## src/pkg/acc_pkg.sv

```systemverilog
// Overview of operation
// - Mux enable set and converter off routes input pin chosen by select bits.
// - Reference and channel selections reach converter only once enabled.
// - Ten-bit result split high and low, right aligned unless alignment set.
// - Reading low result blocks result updates until high result is read.
// - Completion while blocked leaves results unchanged, new result discarded.
// - Reading high result re-enables updates of both result registers.
// - Completion flag still sets when a result is discarded.
// - Start bit begins one conversion, stays set, hardware clears at end.
// - Channel change mid conversion applies only after the current one.
// - Auto-trigger enable starts conversions from the selected trigger source.
// - Trigger rising edge resets the prescaler and starts a conversion.
// - Trigger still high at completion starts nothing; only fresh edges.
// - Trigger edges during a conversion are ignored.
// - Trigger flags set even if masked; software clears before next event.
// - Own completion flag as trigger restarts at every end regardless.
// - With auto-trigger on, start bit still starts a conversion, single unless own completion flag is the trigger.
// - Start bit reads one during any conversion however started.
// - Normal conversion 13 converter clocks, first after enable 25.
// - At completion write results, set flag, clear start bit if single.
// - Prescaler counts only while enabled, held in reset otherwise.
package acc_pkg;
	localparam logic [11:0] ACC_CTRL_OFF   = 12'h000; // Control and status
	localparam logic [11:0] ACC_SEL_OFF    = 12'h004; // Channel/reference
	localparam logic [11:0] ACC_RESL_OFF   = 12'h008; // Result low
	localparam logic [11:0] ACC_RESH_OFF   = 12'h00C; // Result high
	localparam logic [11:0] ACC_SFR_OFF    = 12'h010; // Special function
	// Control bit positions
	localparam int ACC_EN_BIT    = 7;
	localparam int ACC_START_BIT = 6;
	localparam int ACC_AUTO_BIT  = 5;
	localparam int ACC_FLAG_BIT  = 4;
	// Select register positions
	localparam int ACC_ALIGN_BIT = 5;
	// Special function positions
	localparam int ACC_CMUX_BIT  = 3;
	localparam int ACC_TSEL_LSB  = 5;
	localparam logic [7:0] ACC_RESET_VAL = 8'h00;
	localparam logic [4:0] ACC_NORMAL_CYC = 5'd13;
	localparam logic [4:0] ACC_FIRST_CYC  = 5'd25;
	localparam logic [2:0] ACC_TSEL_SELF  = 3'h0;
	typedef enum logic [1:0] {
		ACC_IDLE = 2'b00,
		ACC_WAIT = 2'b01,
		ACC_CONV = 2'b10
	} acc_state_t;
endpackage

```

## src/verilog/acc_conversion_control.sv

```systemverilog
`timescale 1ns/1ps
module acc_conversion_control
	import acc_pkg::*;
#(
	parameter int PRESC_DIV = 2
) (
	input  wire logic        sys_clk,
	input  wire logic        nrst,
	input  wire logic        psel,
	input  wire logic        penable,
	input  wire logic        pwrite,
	input  wire logic [11:0] paddr,
	input  wire logic [31:0] pwdata,
	output logic      [31:0] prdata,
	output logic             pready,
	output logic             pslverr,
	input  wire logic [7:0]  triggerSources,
	input  wire logic [9:0]  sampleValue,
	output logic      [2:0]  activeChannel,
	output logic      [1:0]  activeReference,
	output logic             sampleHold,
	output logic             comparatorMuxActive,
	output logic      [2:0]  comparatorChannel
);
	logic [7:0] ctrl, sel, sfr;
	logic [7:0] resultHigh, resultLow;
	logic       resultBlocked, firstPending;
	logic [7:0] prescCnt;
	logic       adcTick;
	logic [4:0] cycCnt;
	acc_state_t state;
	logic [2:0] trigSync;
	logic       trigPrev;
	logic       setupPhase, wrAcc, rdAcc;
	logic       swStart, trigEdge, done, startNow;
	logic [7:0] rdMux;

	// Aligned word fields of the result
	function automatic logic [15:0] align_res(logic [9:0] v, logic left);
		align_res = left ? {v, 6'h00} : {6'h00, v};
	endfunction

	assign wrAcc = psel && penable && pwrite;
	assign rdAcc = psel && penable && !pwrite;
	assign setupPhase = psel && !penable;
	assign swStart = wrAcc && paddr == ACC_CTRL_OFF && pwdata[ACC_START_BIT];
	assign done = state == ACC_CONV && adcTick && cycCnt == 5'd1;
	// Edge from third stage; previous level updates only when second and third stages agree
	assign trigEdge = trigSync[2] && !trigPrev;
	assign startNow = ctrl[ACC_EN_BIT] && state == ACC_IDLE
		&& (swStart
		|| (ctrl[ACC_AUTO_BIT] && trigEdge));

	// Software registers; start bit also tracks busy
	always_ff @(posedge sys_clk) begin
		if (!nrst) begin
			ctrl <= ACC_RESET_VAL;
			sel  <= ACC_RESET_VAL;
			sfr  <= ACC_RESET_VAL;
		end else begin
			if (wrAcc && paddr == ACC_CTRL_OFF) begin
				ctrl[ACC_EN_BIT]   <= pwdata[ACC_EN_BIT];
				ctrl[ACC_AUTO_BIT] <= pwdata[ACC_AUTO_BIT];
				ctrl[3:0]          <= pwdata[3:0];
			end
			if (wrAcc && paddr == ACC_SEL_OFF)
				sel <= pwdata[7:0];
			if (wrAcc && paddr == ACC_SFR_OFF)
				sfr <= {pwdata[7:5], 1'b0, pwdata[3:0]};
			// Start bit high from request to end of conversion
			if (startNow || (swStart && ctrl[ACC_EN_BIT]))
				ctrl[ACC_START_BIT] <= 1'b1;
			else if (done && !(ctrl[ACC_AUTO_BIT]
				&& sfr[ACC_TSEL_LSB +: 3] == ACC_TSEL_SELF))
				ctrl[ACC_START_BIT] <= 1'b0;
			else if (!ctrl[ACC_EN_BIT])
				ctrl[ACC_START_BIT] <= 1'b0;
			// Set wins over write-one-to-clear
			if (done)
				ctrl[ACC_FLAG_BIT] <= 1'b1;
			else if (wrAcc && paddr == ACC_CTRL_OFF && pwdata[ACC_FLAG_BIT])
				ctrl[ACC_FLAG_BIT] <= 1'b0;
		end
	end

	// Prescaler held in reset while disabled or on trigger
	always_ff @(posedge sys_clk) begin
		if (!nrst || !ctrl[ACC_EN_BIT]) begin
			prescCnt <= 8'h00;
			adcTick  <= 1'b0;
		end else if (startNow && !swStart) begin
			prescCnt <= 8'h00;
			adcTick  <= 1'b0;
		end else if (prescCnt == 8'(PRESC_DIV - 1)) begin
			prescCnt <= 8'h00;
			adcTick  <= 1'b1;
		end else begin
			prescCnt <= prescCnt + 8'h01;
			adcTick  <= 1'b0;
		end
	end

	// Trigger synchroniser, three stages
	always_ff @(posedge sys_clk) begin
		if (!nrst) begin
			trigSync <= 3'b000;
			trigPrev <= 1'b0;
		end else begin
			trigSync <= {trigSync[1:0],
				triggerSources[sfr[ACC_TSEL_LSB +: 3]]};
			if (trigSync[2] == trigSync[1])
				trigPrev <= trigSync[2];
		end
	end

	// Conversion sequencer
	always_ff @(posedge sys_clk) begin
		if (!nrst || !ctrl[ACC_EN_BIT]) begin
			state        <= ACC_IDLE;
			cycCnt       <= 5'd0;
			firstPending <= 1'b1;
			activeChannel   <= 3'h0;
			activeReference <= 2'h0;
			sampleHold      <= 1'b0;
		end else begin
			case (state)
				ACC_IDLE: begin
					// Selections track until start locks them
					activeChannel   <= sel[2:0];
					activeReference <= sel[7:6];
					if (startNow)
						state <= ACC_WAIT;
				end
				ACC_WAIT: if (adcTick) begin
					state  <= ACC_CONV;
					cycCnt <= firstPending ? ACC_FIRST_CYC
						: ACC_NORMAL_CYC;
					firstPending <= 1'b0;
					sampleHold   <= 1'b1;
				end
				ACC_CONV: if (adcTick) begin
					cycCnt <= cycCnt - 5'd1;
					if (cycCnt == 5'd1) begin
						sampleHold <= 1'b0;
						// Self trigger restarts at once
						if (ctrl[ACC_AUTO_BIT] && sfr[ACC_TSEL_LSB +: 3]
							== ACC_TSEL_SELF) begin
							state  <= ACC_CONV;
							cycCnt <= ACC_NORMAL_CYC;
							activeChannel <= sel[2:0];
						end else
							state <= ACC_IDLE;
					end else
						sampleHold <= 1'b1; // Back high once a restart runs
				end
				default: state <= ACC_IDLE;
			endcase
		end
	end

	// Result registers with read-order lock
	always_ff @(posedge sys_clk) begin
		if (!nrst) begin
			resultHigh    <= 8'h00;
			resultLow     <= 8'h00;
			resultBlocked <= 1'b0;
		end else begin
			if (done && !resultBlocked) begin
				{resultHigh, resultLow} <=
					align_res(sampleValue, sel[ACC_ALIGN_BIT]);
			end
			if (rdAcc && paddr == ACC_RESL_OFF)
				resultBlocked <= 1'b1;
			else if (rdAcc && paddr == ACC_RESH_OFF)
				resultBlocked <= 1'b0;
		end
	end

	// Comparator negative input selection
	always_ff @(posedge sys_clk) begin
		if (!nrst) begin
			comparatorMuxActive <= 1'b0;
			comparatorChannel   <= 3'h0;
		end else begin
			comparatorMuxActive <= sfr[ACC_CMUX_BIT]
				&& !ctrl[ACC_EN_BIT];
			comparatorChannel   <= sel[2:0];
		end
	end

	always_comb begin
		rdMux = 8'h00;
		case (paddr)
			ACC_CTRL_OFF: rdMux = ctrl;
			ACC_SEL_OFF:  rdMux = sel;
			ACC_RESL_OFF: rdMux = resultLow;
			ACC_RESH_OFF: rdMux = resultHigh;
			ACC_SFR_OFF:  rdMux = sfr;
			default:      rdMux = 8'h00;
		endcase
	end

	// APB answer: no wait states, data registered in setup
	always_ff @(posedge sys_clk) begin
		if (!nrst) begin
			prdata  <= 32'h0000_0000;
			pready  <= 1'b0;
			pslverr <= 1'b0;
		end else begin
			pready  <= setupPhase;
			prdata  <= setupPhase ? {24'h00_0000, rdMux} : 32'h0000_0000;
			pslverr <= setupPhase && paddr != ACC_CTRL_OFF
				&& paddr != ACC_SEL_OFF && paddr != ACC_RESL_OFF
				&& paddr != ACC_RESH_OFF && paddr != ACC_SFR_OFF;
		end
	end

	chk_start_busy: assert property (@(posedge sys_clk) disable iff (!nrst)
		state == ACC_CONV |-> ctrl[ACC_START_BIT])
		else $error("start bit low during conversion");
	chk_flag_on_done: assert property (@(posedge sys_clk) disable iff (!nrst)
		done |=> ctrl[ACC_FLAG_BIT])
		else $error("flag not set at completion");
	chk_block_hold: assert property (@(posedge sys_clk) disable iff (!nrst)
		resultBlocked && done |=> $stable(resultLow))
		else $error("blocked result changed");
	chk_unblock_high: assert property (@(posedge sys_clk) disable iff (!nrst)
		rdAcc && paddr == ACC_RESH_OFF |=> !resultBlocked)
		else $error("high read did not unblock");
	chk_cmux_route: assert property (@(posedge sys_clk) disable iff (!nrst)
		ctrl[ACC_EN_BIT] |=> !comparatorMuxActive)
		else $error("comparator mux active while enabled");
	chk_presc_reset: assert property (@(posedge sys_clk) disable iff (!nrst)
		!ctrl[ACC_EN_BIT] |=> prescCnt == 8'h00)
		else $error("prescaler ran while disabled");
	chk_no_retrig: assert property (@(posedge sys_clk) disable iff (!nrst)
		state == ACC_CONV && !done |=> state != ACC_WAIT)
		else $error("trigger restarted mid conversion");
	chk_conv_len: assert property (@(posedge sys_clk) disable iff (!nrst)
		state == ACC_WAIT && adcTick && !firstPending
		|=> cycCnt == ACC_NORMAL_CYC)
		else $error("normal conversion length wrong");
	cov_single: cover property (@(posedge sys_clk) swStart ##[1:200] done);
	cov_lost: cover property (@(posedge sys_clk) resultBlocked && done);
	cov_trig: cover property (@(posedge sys_clk) trigEdge && startNow);
endmodule // acc_conversion_control

```

## config.mk

```make
export PLATFORM = sky130hd
export DESIGN_NAME = acc_conversion_control
export DESIGN_NICKNAME = d
export VERILOG_FILES = /design/src/pkg/acc_pkg.sv /design/src/verilog/acc_conversion_control.sv
export SDC_FILE = /design/constraint.sdc
export NUM_CORES = 1
export LEC_CHECK = 0
export BUFFER_PORTS_ARGS = -buffer_cell sky130_fd_sc_hd__buf_2
export CORE_ASPECT_RATIO = 1.4
export CORE_MARGIN = 1.5
export CORE_UTILIZATION = 25
export DETAILED_ROUTE_END_ITERATION = 16
export GPL_TIMING_DRIVEN = 0
export PLACE_DENSITY = 0.58
export SYNTH_ARGS = -nofsm -noshare
export SYNTH_HDL_FRONTEND = slang
export SYNTH_SLANG_ARGS = --single-unit
```

## constraint.sdc

```tcl
create_clock -name sys_clk -period 1.95 [get_ports sys_clk]
set_clock_uncertainty 0.2 [all_clocks]
set_input_delay 0.0975 -clock sys_clk [delete_from_list [all_inputs] [get_ports sys_clk]]
set_output_delay 0.0975 -clock sys_clk [all_outputs]
set_load 0.1 [all_outputs]
```

Word-level counts from Yosys, hierarchy flattened
Cells that the tools add are included.

storage, ports and cells
  register bits after elaboration = 105
  output and inout port bits = 44
  bits of input ports = 67

operators by class
  add/subtract/negate cells = 2
  eq/ne operators = 19
  reduce and logical (&&, ||, !) cells = 54
  mux-type cells = 32
  magnitude comparators = 1

operators by type and width
  kind                                                     number
  case mux 8 bit (5 select lines)                          1
  logical AND 1 bit                                        28
  2-to-1 mux 5 bit                                         5
  equality test 12 x 4 -> 1 bit (second input constant)    2
  inequality test 12 x 4 -> 1 bit (second input constant)  2
  2-to-1 mux 16 bit                                        1
  equality test 12 x 3 -> 1 bit (second input constant)    1
  equality test 12 x 5 -> 1 bit (second input constant)    1
  zero test 12 bit                                         1
  2-to-1 mux 1 bit                                         12
  inequality test 12 x 3 -> 1 bit (second input constant)  1
  inequality test 12 x 5 -> 1 bit (second input constant)  1
  nonzero test 12 bit                                      1
  2-to-1 mux 2 bit                                         5
  case mux 5 bit (2 select lines)                          1
  2-to-1 mux 3 bit                                         3
  adder 8 x 1 -> 8 bit (second input constant)             1
  equality test 8 x 1 -> 1 bit (second input constant)     1
  zero test 1 bit                                          8
  AND reduction 4 bit                                      2
  nonzero test 2 bit                                       4
  inequality test 2 bit (second input constant)            3
  case mux 2 bit (3 select lines)                          1
  case mux 3 bit (2 select lines)                          1
  other kinds (17)                                         21

Depth between registers and ports, before layout
  depth in word-level cells = 8
  gate-level depth with buffers = 7

Worst setup path before layout
No wires, ideal clock.

  kind = register -> register
  from = reg cycCnt[1]
  to = reg resultHigh[1]
  stages on the path, launching flop included = 8
  buffers on the path = 1
  period minus slack after synthesis = 1.981 ns
  library setup time = 0.086 ns
  arrival = 1.696 ns
  setup slack = -0.031 ns
  data required time = 1.664 ns
  path through = dfxtp_1 > inv_1 > ha_1 > or4b_1 > nor4_4 > buf_2 > nor2_1 > a211oi_1

between the ends
  longest elaborated chain between the ends = 3

RTL lines
  what                          RTL line                       RTL
  from (decl)                   acc_conversion_control.sv:30   logic [4:0] cycCnt;
  from (signal assigned)        acc_conversion_control.sv:136  cycCnt <= firstPending ? ACC_FIRST_CYC
  from (signal assigned)        acc_conversion_control.sv:142  cycCnt <= cycCnt - 5'd1;
  equality test 5 x 1 -> 1 bit  acc_conversion_control.sv:47   assign done = state == ACC_CONV && adcTick && cycCnt == 5'd1;
  logical AND 1 bit             acc_conversion_control.sv:47
  logical AND 1 bit             acc_conversion_control.sv:168  if (done && !resultBlocked) begin
  to (signal assigned)          acc_conversion_control.sv:169  {resultHigh, resultLow} <=
  to (decl)                     acc_conversion_control.sv:26   logic [7:0] resultHigh, resultLow;

Every way passes these cells.
A chain may end at the register's enable or synchronous reset.

Final worst setup path
  from = reg cycCnt[1]
  to = reg resultHigh[7]

The elaborated chain is that of the path after synthesis.

==> metrics <==
ranking of synthesized cells by area=dfxtp_1, mux2i_1, nand2_1; Cell Chain, Critical Path=inv_2 -> ha_4 -> or4b_4 -> nor4_4 -> buf_6 -> buf_6 -> nand4_1 -> o21ai_1; Util after Layout=0.348; Slew Limit Headroom=0.524; Detailed Route WL=about 10,000 um; total setup violations reported at the end of the flow=1; mean area per synthesized cell=between 9 and 10 um2; per-cell routed wire length=14.1 um; Worst R2R Start=cycCnt[1]$_SDFFE_PP0P_; top post-synthesis cells by count=dfxtp_1, nand2_1, mux2i_1; violated checks=negative setup slack; min Tclk post-route=1.97 ns; Max FO, Critical Path=7; area of the core region=14,600 um2; unrepaired setup endpoints after global routing=true; clk slew on worst S/H paths=0.06 ns; number of synthesis warnings=0; critical path launch point=cycCnt[1]$_SDFFE_PP0P_; vias in the first global route=roughly 3,500; area of the multi-input gates=around 2000 um2; ports placed on the boundary=~110; Final Hold Violating Endpoints=0; Pre-antenna DRT Iters=5; compound-gate portion of the synthesized area=0.115; Initial Util=0.257; combined area of all synthesized cells=~3700 um2; CTS root buf=clkbuf_16; CTS sink count=between 80 and 90; Crit Path Category=reg -> reg; endpoint kind of the worst setup timing path=register; largest net degree at the start of global routing=14; floorplan die area=around 16,000 um2; Min-Delay Path Class=in -> reg; TNS Setup=-0.0201 ns; Critical path destination=resultHigh[7]$_SDFFE_PN0P_; maximum clock rate=approximately 510 MHz; maximum number of buffers from clock root to sink=2; xor/xnor share of the synthesized area=0.0163; drt initial violations=150; fraction of the mapped netlist area in simple logic gates=0.215; post-place setup slack=-0.328 ns; number of vias per cell after detailed routing=roughly 4.6; Data arrival, critical path=a little over 2 ns; combinational family with the most area after synthesis=simple AND/OR/NAND/NOR gates; P_leak=2.15 nW; Post-DP HPWL=7680 um; Synth Flop Type=dfxtp_1; layout-stage area growth over the synthesis result=35.1%; measured slew at the worst slew-check pin=slightly above 0.7 ns; cell mode on critical path=buf_6; Power Dens Cells=approximately 740 nW/um2; die outline width=107 um; final worst setup slack=-0.0201 ns; setup slack, reg-to-reg=-0.02 ns; TritonCTS clock tree=yes; total clock buffers created by CTS=9; final RePlAce weighted congestion=approximately 0.89; number of cells on the worst reg-to-reg path=8; residual antenna-violating net count after detailed routing=0; Layout Cell Area excl Fill=roughly 5000 um2; share of async-settable or async-resettable flops after synthesis=0; adder-cell share of the synthesized area=0.0133; EDFF count, synth=0; leading cell type by number of instances after synthesis=dfxtp_1; Placed Instances=roughly 690; Overall Global Routing Usage=0.137; total stage count of the critical path=8; worst-case hold slack=about 0.025 ns; # nets final=between 600 and 700; count of port buffers added during placement=61; kind of launch point of the worst setup path=register; Sequential cell area=between 1500 and 2000 um2; result of the run=complete, but fails checks; peak per-stage delay on the critical path=roughly 0.48 ns; DR vias=roughly 3,400; number of instances in the synthesized netlist=415; number of distinct library cells after synthesis=51; fin. max-slew vios=0; row count=52; cell class contributing the biggest share of worst-path delay=simple AND/OR/NAND/NOR gates; Max Cap Violations=0; Antenna Cells=0; Area after DPL=between 4000 and 5000 um2; share of final-layout standard cells stronger than drive strength 1=0.261; VDD IR-drop max=just under 0.4 mV; maximum level of the CTS H-tree=3; fraction of synthesized cell area taken by the top area cell type=0.432; count of buffer and inverter cells on the critical path=3; flip-flop and latch count after synthesis=81; worst-path cell with the longest stage delay=or4b_4; sequential share of the synthesized area=0.432; overall power=between 3 and 4 mW; mux contribution to synthesized area=0.125; capturing point of the worst reg2reg path=resultHigh[7]$_SDFFE_PN0P_; total gr overflow=0; portion of the clock cycle consumed by the worst path in the final layout=1.01; largest area contributor in the synthesized netlist=dfxtp_1; Skew-Pair Late Insertion Delay=0.34 ns; count of filler cells inserted in the layout=1,527; number of antenna violations at the first check in global routing=0; Die Y-Extent=148 um; Critical Path RT=roughly 2 ns; final cell count without fillers=~740; start point of the worst min-delay path=triggerSources[2]; DRC violation count after routing=0; wire length of the first global-routing pass=16,900 um
## tightest hold or removal path, cell delays in order
cell and delay (ns):
buf_2 0.07, mux4_2 0.21, mux2i_1 0.07, nor2_1 0.08
## flip-flops by register name (all words and copies together) (netlist names)
signal,cells
activeChannel,3
activeReference,2
adcTick,1
comparatorChannel,3
comparatorMuxActive,1
ctrl,8
cycCnt,5
firstPending,1
prdata,8
pready,1
prescCnt,8
pslverr,1
resultBlocked,1
resultHigh,8
resultLow,8
sampleHold,1
sel,8
sfr,7
state,2
trigPrev,1
trigSync,3
## final cells by class
type | count | area share
Multi-Input combinational cell | 301 | 0.390
Sequential cell | 81 | 0.321
Timing Repair Buffer | 94 | 0.120
Buffer | 47 | 0.0573
Clock buffer | 11 | 0.0479
Tap cell | 189 | 0.0467
Clock inverter | 5 | 0.0109
Inverter | 9 | 0.00667
## placed cells by master (no fill, tap or decap), types with 13 or more instances in the layout
master	Yosys	routed
o21ai_1	18	18
conb_1	1	24
nor3_1	14	13
dlygate4sd3_1	0	21
buf_4	24	36
mux2i_1	40	40
nor2_1	26	26
buf_2	5	64
nand2_1	59	59
dfxtp_1	81	79
clkbuf_1	16	15
## where the power goes
part	switching (mW)	leakage [nW]	internal (mW)	total, mW
registers	0.00128	0.654	1.66	1.66
logic	0.311	1.35	0.118	0.429
clock network	0.660	0.142	1.02	1.68
total	0.972	2.15	2.80	3.77
## how the worst min path moves through the flow
stage          slack, ns  cells after the start                endpoint
2_1_floorplan      -0.01                      1       pready$_SDFF_PN0_
5_1_grt             0.04                      5    ctrl[6]$_SDFFE_PN0P_
3_3_place_gp        0.11                      2    ctrl[4]$_SDFFE_PN0P_
6_report            0.03                      4  trigSync[0]$_SDFF_PN0_
3_5_place_dp        0.11                      2    ctrl[4]$_SDFFE_PN0P_
4_1_cts             0.02                      5    ctrl[6]$_SDFFE_PN0P_
## timing repair
item                       in CTS  in global routing
setup endpoints to repair      33                 35
resized for setup              15                 11
pin swaps                       6                  4
setup buffers                   9                  1
gates cloned                    2                  0
hold endpoints to repair       42                  0
hold buffers                   21                  0
## per-layer routing
layer | global-route usage | vias up | part of all wire
met3 | 0.0260 | 17 | 0.052
met1 | 0.156 | 1599 | 0.42
met2 | 0.243 | 105 | 0.50
met5 | 0 | - | 0
met4 | 0.0707 | 0 | 0.025
li1 | - | 1685 | -
## cell families (layout without fill, tap and decap cells)
| logic type | count (synthesis) | after routing |
|---|---|---|
| AND/OR/NAND/NOR | 154 | 154 |
| flip-flops | 81 | 81 |
| AO/OA/AOI/OAI | 69 | 69 |
| buffers and inverters | 56 | 166 |
| multiplexers | 43 | 43 |
| XOR/XNOR | 7 | 7 |
| adder cells (fa/ha/maj) | 4 | 4 |
| other | 1 | 24 |
(Power assumes the default switching activity.)
